$ cat src/shared/tcw_pkg.sv
// Constants shared by the timer, compare and waveform logic.
// Notes on behaviour
// - Counter write blocks matches at next tick.
// - Wave state survives waveform mode changes.
// - Action select is unbuffered, applies next match.
// - Reset clears the wave state to zero.
// - Nonzero action select puts wave on pin.
// - Action select zero leaves wave unchanged.
// - Force strobe applies action in non-PWM modes.
// - Normal mode counts up and wraps.
// - Normal mode overflow set when a tick wraps count from max to zero.
// - Clear-on-match mode clears count at compare.
// - Clear-on-match compare writes apply immediately.
// - Clear-on-match toggle inverts wave per match.
// - Clear-on-match overflow set on max to zero.
// - Fast PWM counts up to max, then clears.
// - Fast PWM select 2/3 clear/set, reverse at bottom.
// - Fast PWM overflow set when count leaves max for bottom.
// - Fast PWM extremes give spike or constant level.
// - Equality sets match flag at that tick.
// - PWM compare writes buffered until bottom.
// - Clock source zero stops the counter.
// - Forced match touches only the wave state.
package tcw_pkg;

  localparam int unsigned CNT_W = 8;

  localparam logic [7:0] CNT_MAX    = 8'hFF;
  localparam logic [7:0] CNT_BOTTOM = 8'h00;
  localparam logic [7:0] CNT_STEP   = 8'h01;
  localparam logic [7:0] CNT_RST    = 8'h00;

  localparam logic [1:0] MODE_NORMAL    = 2'h0;
  localparam logic [1:0] MODE_PHASE     = 2'h1;
  localparam logic [1:0] MODE_MATCH_CLR = 2'h2;
  localparam logic [1:0] MODE_FAST      = 2'h3;

  localparam logic [1:0] ACT_NONE   = 2'h0;
  localparam logic [1:0] ACT_TOGGLE = 2'h1;
  localparam logic [1:0] ACT_CLEAR  = 2'h2;
  localparam logic [1:0] ACT_SET    = 2'h3;

  localparam logic [2:0] CS_STOP = 3'h0;

  localparam logic WAVE_RST = 1'h0;
  localparam logic FLAG_RST = 1'h0;

endpackage

$ cat src/shared/tcw_wave_if.sv
// Carrier between the counter core and the waveform generator.
`timescale 1ns/100ps
`default_nettype none
interface tcw_wave_if;
  logic       match_ev;
  logic       bottom_ev;
  logic       force_ev;
  logic       pwm_mode;
  logic [1:0] action_sel;
  logic       wave;

  modport ctl (
    output match_ev,
    output bottom_ev,
    output force_ev,
    output pwm_mode,
    output action_sel,
    input  wave
  );

  modport gen (
    input  match_ev,
    input  bottom_ev,
    input  force_ev,
    input  pwm_mode,
    input  action_sel,
    output wave
  );
endinterface
`default_nettype wire

$ cat src/tcw_wave_gen.sv
// Waveform generator holding the internal wave output state.
`timescale 1ns/100ps
`default_nettype none
module tcw_wave_gen (
  input  wire logic mclk_in,
  input  wire logic resetn_in,
  tcw_wave_if.gen   wif
);

  logic wave;
  logic next_wave;
  logic act_ev;

  assign wif.wave = wave;

  // A forced match only acts outside the PWM modes and only on the wave state.
  assign act_ev = wif.match_ev || (wif.force_ev && !wif.pwm_mode);

  always_comb begin
    next_wave = wave;
    if (wif.pwm_mode) begin
      // Bottom is applied after the match so a compare at max gives a steady level.
      if (wif.match_ev) begin
        case (wif.action_sel)
          tcw_pkg::ACT_CLEAR: next_wave = 1'b0;
          tcw_pkg::ACT_SET:   next_wave = 1'b1;
          default:            next_wave = wave;
        endcase
      end
      if (wif.bottom_ev) begin
        case (wif.action_sel)
          tcw_pkg::ACT_CLEAR: next_wave = 1'b1;
          tcw_pkg::ACT_SET:   next_wave = 1'b0;
          default:            next_wave = next_wave;
        endcase
      end
    end else if (act_ev) begin
      case (wif.action_sel)
        tcw_pkg::ACT_TOGGLE: next_wave = !wave;
        tcw_pkg::ACT_CLEAR:  next_wave = 1'b0;
        tcw_pkg::ACT_SET:    next_wave = 1'b1;
        default:             next_wave = wave;
      endcase
    end
  end

  // The state is not touched by a mode change; only events move it.
  always_ff @(posedge mclk_in or negedge resetn_in) begin
    if (!resetn_in) begin
      wave <= tcw_pkg::WAVE_RST;
    end else begin
      wave <= next_wave;
    end
  end
endmodule
`default_nettype wire

$ cat src/tcw_timer.sv
// Eight-bit timer/counter with one compare unit and a waveform pin.
`timescale 1ns/100ps
`default_nettype none
module tcw_timer (
  input  wire logic       mclk_in,
  input  wire logic       resetn_in,
  input  wire logic       timer_tick_in,
  input  wire logic [2:0] clock_source_sel_in,
  input  wire logic [1:0] wave_mode_sel_in,
  input  wire logic [1:0] output_action_sel_in,
  input  wire logic       force_match_strobe_in,
  input  wire logic       count_wr_in,
  input  wire logic [7:0] count_wdata_in,
  input  wire logic       compare_wr_in,
  input  wire logic [7:0] compare_wdata_in,
  input  wire logic       overflow_clr_in,
  input  wire logic       match_clr_in,
  input  wire logic       pin_direction_bit_in,
  input  wire logic       port_data_in,
  output logic      [7:0] count_value_out,
  output logic      [7:0] compare_value_out,
  output logic            overflow_flag_out,
  output logic            match_flag_out,
  output logic            wave_output_out,
  output logic            pin_out,
  output logic            pin_oe_out
);

  tcw_wave_if wif ();

  logic [7:0] count;
  logic [7:0] next_count;
  logic [7:0] cmp_buf;
  logic [7:0] cmp_act;
  logic       block;
  logic       tick;
  logic       is_pwm;
  logic       at_max;
  logic       equal;
  logic       match_ev;
  logic       wrap_ev;
  logic       ovf_set;
  logic       wave;

  // The tick is a one-cycle enable; with no source selected it never fires.
  assign tick   = timer_tick_in && (clock_source_sel_in != tcw_pkg::CS_STOP);
  assign is_pwm = wave_mode_sel_in[0];
  assign at_max = (count == tcw_pkg::CNT_MAX);
  assign equal  = (count == cmp_act);

  // A pending counter write hides the first tick's equality.
  assign match_ev = tick && equal && !block;

  // The counter leaves max on this tick unless a write overrides it.
  assign wrap_ev = tick && !count_wr_in && at_max;
  assign ovf_set = wrap_ev;

  assign wif.match_ev   = match_ev;
  assign wif.bottom_ev  = wrap_ev && (wave_mode_sel_in == tcw_pkg::MODE_FAST);
  assign wif.force_ev   = force_match_strobe_in;
  assign wif.pwm_mode   = is_pwm;
  assign wif.action_sel = output_action_sel_in;
  assign wave           = wif.wave;

  tcw_wave_gen u_wave (
    .mclk_in   (mclk_in),
    .resetn_in (resetn_in),
    .wif       (wif.gen)
  );

  always_comb begin
    next_count = count;
    if (tick) begin
      case (wave_mode_sel_in)
        tcw_pkg::MODE_NORMAL: begin
          next_count = 8'(count + tcw_pkg::CNT_STEP);
        end
        tcw_pkg::MODE_MATCH_CLR: begin
          if (match_ev) begin
            next_count = tcw_pkg::CNT_BOTTOM;
          end else begin
            next_count = 8'(count + tcw_pkg::CNT_STEP);
          end
        end
        tcw_pkg::MODE_FAST: begin
          if (at_max) begin
            next_count = tcw_pkg::CNT_BOTTOM;
          end else begin
            next_count = 8'(count + tcw_pkg::CNT_STEP);
          end
        end
        default: begin
          next_count = 8'(count + tcw_pkg::CNT_STEP);
        end
      endcase
    end
  end

  // A processor write beats any count or clear in the same cycle.
  always_ff @(posedge mclk_in or negedge resetn_in) begin
    if (!resetn_in) begin
      count <= tcw_pkg::CNT_RST;
    end else if (count_wr_in) begin
      count <= count_wdata_in;
    end else begin
      count <= next_count;
    end
  end

  // The block waits for the next tick even while the timer is stopped.
  always_ff @(posedge mclk_in or negedge resetn_in) begin
    if (!resetn_in) begin
      block <= 1'b0;
    end else if (count_wr_in) begin
      block <= 1'b1;
    end else if (tick) begin
      block <= 1'b0;
    end
  end

  always_ff @(posedge mclk_in or negedge resetn_in) begin
    if (!resetn_in) begin
      cmp_buf <= tcw_pkg::CNT_RST;
    end else if (compare_wr_in) begin
      cmp_buf <= compare_wdata_in;
    end
  end

  // Outside PWM the active compare follows writes at once; in PWM only at bottom.
  always_ff @(posedge mclk_in or negedge resetn_in) begin
    if (!resetn_in) begin
      cmp_act <= tcw_pkg::CNT_RST;
    end else if (!is_pwm) begin
      cmp_act <= compare_wr_in ? compare_wdata_in : cmp_buf;
    end else if (wrap_ev) begin
      cmp_act <= cmp_buf;
    end
  end

  // Hardware sets win over a clear in the same cycle.
  always_ff @(posedge mclk_in or negedge resetn_in) begin
    if (!resetn_in) begin
      match_flag_out <= tcw_pkg::FLAG_RST;
    end else if (match_ev) begin
      match_flag_out <= 1'b1;
    end else if (match_clr_in) begin
      match_flag_out <= 1'b0;
    end
  end

  always_ff @(posedge mclk_in or negedge resetn_in) begin
    if (!resetn_in) begin
      overflow_flag_out <= tcw_pkg::FLAG_RST;
    end else if (ovf_set) begin
      overflow_flag_out <= 1'b1;
    end else if (overflow_clr_in) begin
      overflow_flag_out <= 1'b0;
    end
  end

  // The port override does not depend on the waveform mode.
  always_ff @(posedge mclk_in or negedge resetn_in) begin
    if (!resetn_in) begin
      pin_out    <= 1'b0;
      pin_oe_out <= 1'b0;
    end else begin
      if (output_action_sel_in != tcw_pkg::ACT_NONE) begin
        pin_out <= wave;
      end else begin
        pin_out <= port_data_in;
      end
      pin_oe_out <= pin_direction_bit_in;
    end
  end

  always_ff @(posedge mclk_in or negedge resetn_in) begin
    if (!resetn_in) begin
      count_value_out   <= tcw_pkg::CNT_RST;
      compare_value_out <= tcw_pkg::CNT_RST;
      wave_output_out   <= tcw_pkg::WAVE_RST;
    end else begin
      count_value_out   <= count;
      compare_value_out <= cmp_buf;
      wave_output_out   <= wave;
    end
  end
endmodule
`default_nettype wire

$ cat config.mk
export PLATFORM = sky130hd
export DESIGN_NAME = tcw_timer
export DESIGN_NICKNAME = d
export VERILOG_FILES = /design/src/shared/tcw_pkg.sv /design/src/shared/tcw_wave_if.sv /design/src/tcw_wave_gen.sv /design/src/tcw_timer.sv
export SDC_FILE = /design/constraint.sdc
export NUM_CORES = 1
export LEC_CHECK = 0
export BUFFER_PORTS_ARGS = -buffer_cell sky130_fd_sc_hd__buf_2
export CAP_MARGIN = 25
export CORE_MARGIN = 2
export CORE_UTILIZATION = 45
export CTS_CLUSTER_DIAMETER = 100
export DETAILED_ROUTE_END_ITERATION = 10
export GPL_ROUTABILITY_DRIVEN = 0
export PLACE_DENSITY = 0.7
export SLEW_MARGIN = 20
export SYNTH_ARGS = -nofsm -noshare
export SYNTH_HDL_FRONTEND = slang
export SYNTH_SLANG_ARGS = --single-unit
$ cat constraint.sdc
create_clock -name mclk_in -period 2.7 [get_ports mclk_in]
set_input_delay 0.405 -clock mclk_in [delete_from_list [all_inputs] [get_ports mclk_in]]
set_output_delay 0.405 -clock mclk_in [all_outputs]
set_load 0.03 [all_outputs]
# After elaboration in Yosys (flattened, before gate mapping)
# Cells that the tools add are included.
# totals
output_inout_bits	21
reg_bits	47
in_bits	33
# op_classes
reduce_logical	20
n_addsub	1
eq_ne	8
n_mux	22
# ops
op	count
$mux 8	7
$pmux 8 s2	1
$mux 1	11
$reduce_bool 2->1	5
$add 8x1->8 const B	1
$eq 2x2->1 const B	4
$eq 8x8->1	1
$eq 8x8->1 const B	1
$logic_and 1x1->1	7
$logic_not 1->1	4
$pmux 1 s2	2
$reduce_bool 4->1	1
$pmux 1 s3	1
$reduce_bool 3->1	1
$eq 2x1->1 const B	1
$ne 2x1->1 const B	1
$reduce_and 2->1	1
$logic_or 1x1->1	1

# Longest topological paths before layout
# logic_depth
depth_word	8
ltp_mapped	7

# Cells and area by module
# A second synthesis with hierarchy kept.
# hier_totals
hier_cells	178
hier_area_um2	2047.0
# modules_own_cells
module	area_per_inst_um2	instances	seq_area_each_um2	cells_each
tcw_timer	1940.6	1	1151.1	166
tcw_wave_gen	106.4	1	25.0	12

# Worst setup path before layout
# Ideal clock, no wire load.
# synth_timing
kind	register to register
start	register count[0]
end	register u_wave.wave (netlist: u_wave.wif.wave)
required_time_ns	2.571
path_stages_with_launch	8
setup_time_ns	0.129
synth_period_minus_slack_ns	1.965
setup_slack_ns	0.735
arrival_time_ns	1.837
n_path_buf	1
path_cell_list	dfrtp_1 -> ha_1 -> nand3_2 -> or2_4 -> or4_4 -> buf_6 -> o211ai_2 -> a31oi_1
# synth_between
elab_chain_cells	7
word_cells_on_any_way	13
cone_classes	2 x eq/ne; 4 x mux; 7 x reduce/logical
# synth_rtl
element	line	text
start: declaration	tcw_timer.sv:31	logic [7:0] count;
start signal: assignment	tcw_timer.sv:102	count <= tcw_pkg::CNT_RST;
start signal: assignment	tcw_timer.sv:104	count <= count_wdata_in;
start signal: assignment	tcw_timer.sv:106	count <= next_count;
$eq 8x8->1	tcw_timer.sv:49	assign equal = (count == cmp_act);
$logic_and 1x1->1 (2 in series)	tcw_timer.sv:52	assign match_ev = tick && equal && !block;
$mux 1	tcw_wave_gen.sv:23	if (wif.match_ev) begin
$pmux 1 s2	tcw_wave_gen.sv:31	case (wif.action_sel)
$mux 1	tcw_wave_gen.sv:30	if (wif.bottom_ev) begin
$mux 1	tcw_wave_gen.sv:21	if (wif.pwm_mode) begin
end signal: assignment	tcw_wave_gen.sv:50	wave <= tcw_pkg::WAVE_RST;
end signal: assignment	tcw_wave_gen.sv:52	wave <= next_wave;
end: declaration	tcw_wave_gen.sv:10	logic wave;
# Several ways; a longest one is shown, not always the timed one.
# A chain may end at the register's enable or synchronous reset.

# Worst setup path after layout
# layout_timing
start	register count[1]
end	register u_wave.wave (netlist: u_wave.wif.wave)
# Same word-level chain as after synthesis.

==> impl_metrics.py <==
metrics = {
    "outcome": {
        "status": "finished, final reports clean",
    },
    "critical_path": {
        "cp-end-kind": "register",
        "reg2reg_to": "u_wave.wif.wave",
        "timing.rr.start": "count[1]",
        "worstPathRequired_ps": 2930,
        "rrSetupSlack_ps": 590,
        "path_class": "reg2reg",
        "crit_fanout": 10,
        "crit_start": "count[1]",
        "cp-endpoint": "u_wave.wif.wave",
        "worst_ep_arrival_time_ps": 2340,
        "startpoint_type": "register",
        "rr_worst_depth": 6,
    },
    "power_and_ir_drop": {
        "seq_power_share_pct": 48.2,
        "ir_worst_vdd_uv": 330,
        "p_total_mw": 1.74,
        "p_comb_share_pct": 17.5,
        "p_sw_uw": 476,
        "power_density_nw_per_um2": 693,
        "clockPowerShare_pct": 34.3,
        "intPower_mw": 1.27,
        "p_leak_nw": 1.14,
        "sw_frac_of_total_pct": 27.3,
    },
    "sta": {
        "worst_slew_pin_slew_ps": 578,
        "slew_headroom_pct": 61.2,
        "fin_tns_setup_ps": 0,
        "hold_viol": 0,
        "period_minus_slack_ps": 2110,
        "finalSetupViolCount": 0,
        "maxSlewViolCount": 0,
        "period_share_pct": 78.2,
        "fin_skew_ps": 1.90,
        "timing.hold.ws_ps": 56.8,
        "rsz0062_at_grt": "false",
        "fmax_mhz": 473,
    },
    "final_layout": {
        "nFillCells": 386,
        "regArea_um2": 1180,
        "multiInputGateArea_um2": 832,
        "nets": 281,
        "final_cells": 300,
        "diodes": 0,
        "syn_to_final_growth_pct": 20.7,
        "final_layout_size_suffix_gt1_share_pct": 32.3,
    },
    "die": {
        "core_area_um2": 4410,
        "ioPinCount": 54,
        "initial_core_util_pct": 47.1,
        "die-area_um2": 5180,
        "num_rows": 24,
        "die_h_um": 72,
        "die_x_um": 72,
    },
    "yosys": {
        "synth_flop_cell": "dfrtp_1",
        "synth.largest_area_cell": "dfrtp_1",
        "synth_area_leaders": "dfrtp_1, nand2_1, mux2_2",
        "synth_commonest_cells": "dfrtp_1, nand2_1, a21oi_1",
        "syn-cell-area_um2": 2080,
        "synth_edf_count": 0,
        "async_flop_share_pct": 100,
        "syn_nets": 228,
        "synth_area_per_cell_um2": 10.7,
        "synth_top_area_share_pct": 56.5,
        "syn_inst": 194,
        "yosysMostFrequentCell": "dfrtp_1",
        "yosysSeqAreaShare_pct": 56.5,
        "synth.distinct_cells": 38,
        "ys_ff_latch": 47,
        "yosys_warnings": 0,
    },
    "global_route": {
        "grt_pass1_wl_um": 7010,
        "grtUsageTotal_pct": 17.5,
        "overflow": 0,
        "grt_pass1_vias": 1539,
        "antenna_found_initial": 0,
        "grt_max_degree": 26,
    },
    "routing": {
        "wire_per_inst_um": 13.8,
        "drcViolationCount": 0,
        "wl_um": 4140,
        "drt_iter0_drc": 107,
        "drtAntennaViolNets": 0,
        "first_pass_iters": 4,
        "via_per_inst": 5.34,
        "num_vias": 1603,
    },
    "clock_network": {
        "cts_sinks": 47,
        "ctsHoldBuffers": 0,
        "cts_made_buffers": 5,
        "cts-resized-gates": 0,
        "cts-root-buf": "clkbuf_8",
        "clkLatencyLatePin_ps": 300,
        "post-cts-setup-buffers": 0,
        "clockBufferDepth": 2,
        "htree_levels": 2,
        "clk_pin_slew_ps": 80,
        "cts_tree": "yes",
    },
    "job": {
        "maxCapViolations": 0,
    },
    "min_path": {
        "hold_class": "in2async",
    },
    "placed_design": {
        "dpl.cell_count": 292,
        "portBuffers": 53,
        "hpwl_um": 2970,
    },
}
[stage by stage]
step | worst slack (ps) | util [%] | instance area (µm²)
after floorplan | 735 | - | 2080
after global placement | 693 | 53.9 | 2380
after detailed placement | 611 | 53.9 | 2380
after CTS | 585 | 56.9 | 2510
after global routing | 416 | 56.9 | 2510
final | 588 | 56.9 | 2510
[cells by family after synthesis]
kind of cell,after synthesis,share of synthesized area (%)
simple gates,72,18.8
flops,47,56.5
compound gates,42,12.9
buf+inv,16,3.49
xor+xnor,8,3.37
mux,8,4.33
fa+ha+maj,1,0.601
[layer usage]
metal	up-vias	share of wire [%]	global-route usage, %	wire length, µm
met3	6	4.6	4.86	191
met4	0	1.4	6.92	59
met2	42	49	27.8	2030
met1	763	45	22.8	1860
li1	792	-	-	-
met5	-	0	0	0
[cell usage in the layout (no fill, tap or decap), types with 2 or more instances in the layout]
cell       count
buf_2         53
dfrtp_1       47
nand2_1       25
a21oi_1       13
nor2_1        11
a31oi_1       11
mux2_2         8
o21ai_0        8
xor2_1         8
inv_1          7
nor2b_1        6
nor3_1         5
nand3_1        5
clkbuf_8       5
a32oi_1        3
nor4_1         3
and3_1         3
or2_2          2
nand3b_1       2
a211o_1        2
bufinv_16      2
buf_4          2
[power groups by stage]
stage	Clock [mW]	Sequential, mW	Combinational [mW]
2_1_floorplan	0	0.905	0.146
3_3_place_gp	0	0.851	0.303
3_5_place_dp	0	0.853	0.307
4_1_cts	0.612	0.840	0.308
5_1_grt	0.649	0.849	0.336
6_report	0.597	0.839	0.305
[worst min-delay path by stage]
stage | startpoint | end
6_report | resetn_in | match_flag_out
2_1_floorplan | resetn_in | block
3_5_place_dp | cmp_buf[3] | compare_value_out[3]
4_1_cts | resetn_in | compare_value_out[2]
5_1_grt | resetn_in | compare_value_out[4]
3_3_place_gp | cmp_buf[1] | compare_value_out[1]
[worst max-delay path: stages, from the launching register on]
cell	delay [ps]
dfrtp_1	450
ha_1	240
nand3_2	120
or2_4	310
nor4_4	560
a31oi_1	180
a31oi_1	190
[flip-flops by register name, indices dropped and copies added (netlist names), 8 cells and up]
register,count
cmp_act,8
cmp_buf,8
compare_value_out,8
count,8
count_value_out,8
[layout make-up]
class	instances	share of cell area, %
flip-flops and latches	47	46.8
multi-input cells	131	33.1
repair buffers	55	11.2
clock buffers	6	2.89
well taps	52	2.59
clock inverters	2	2.39
inverters	7	1.05
Power figures use the tool's default switching activity.
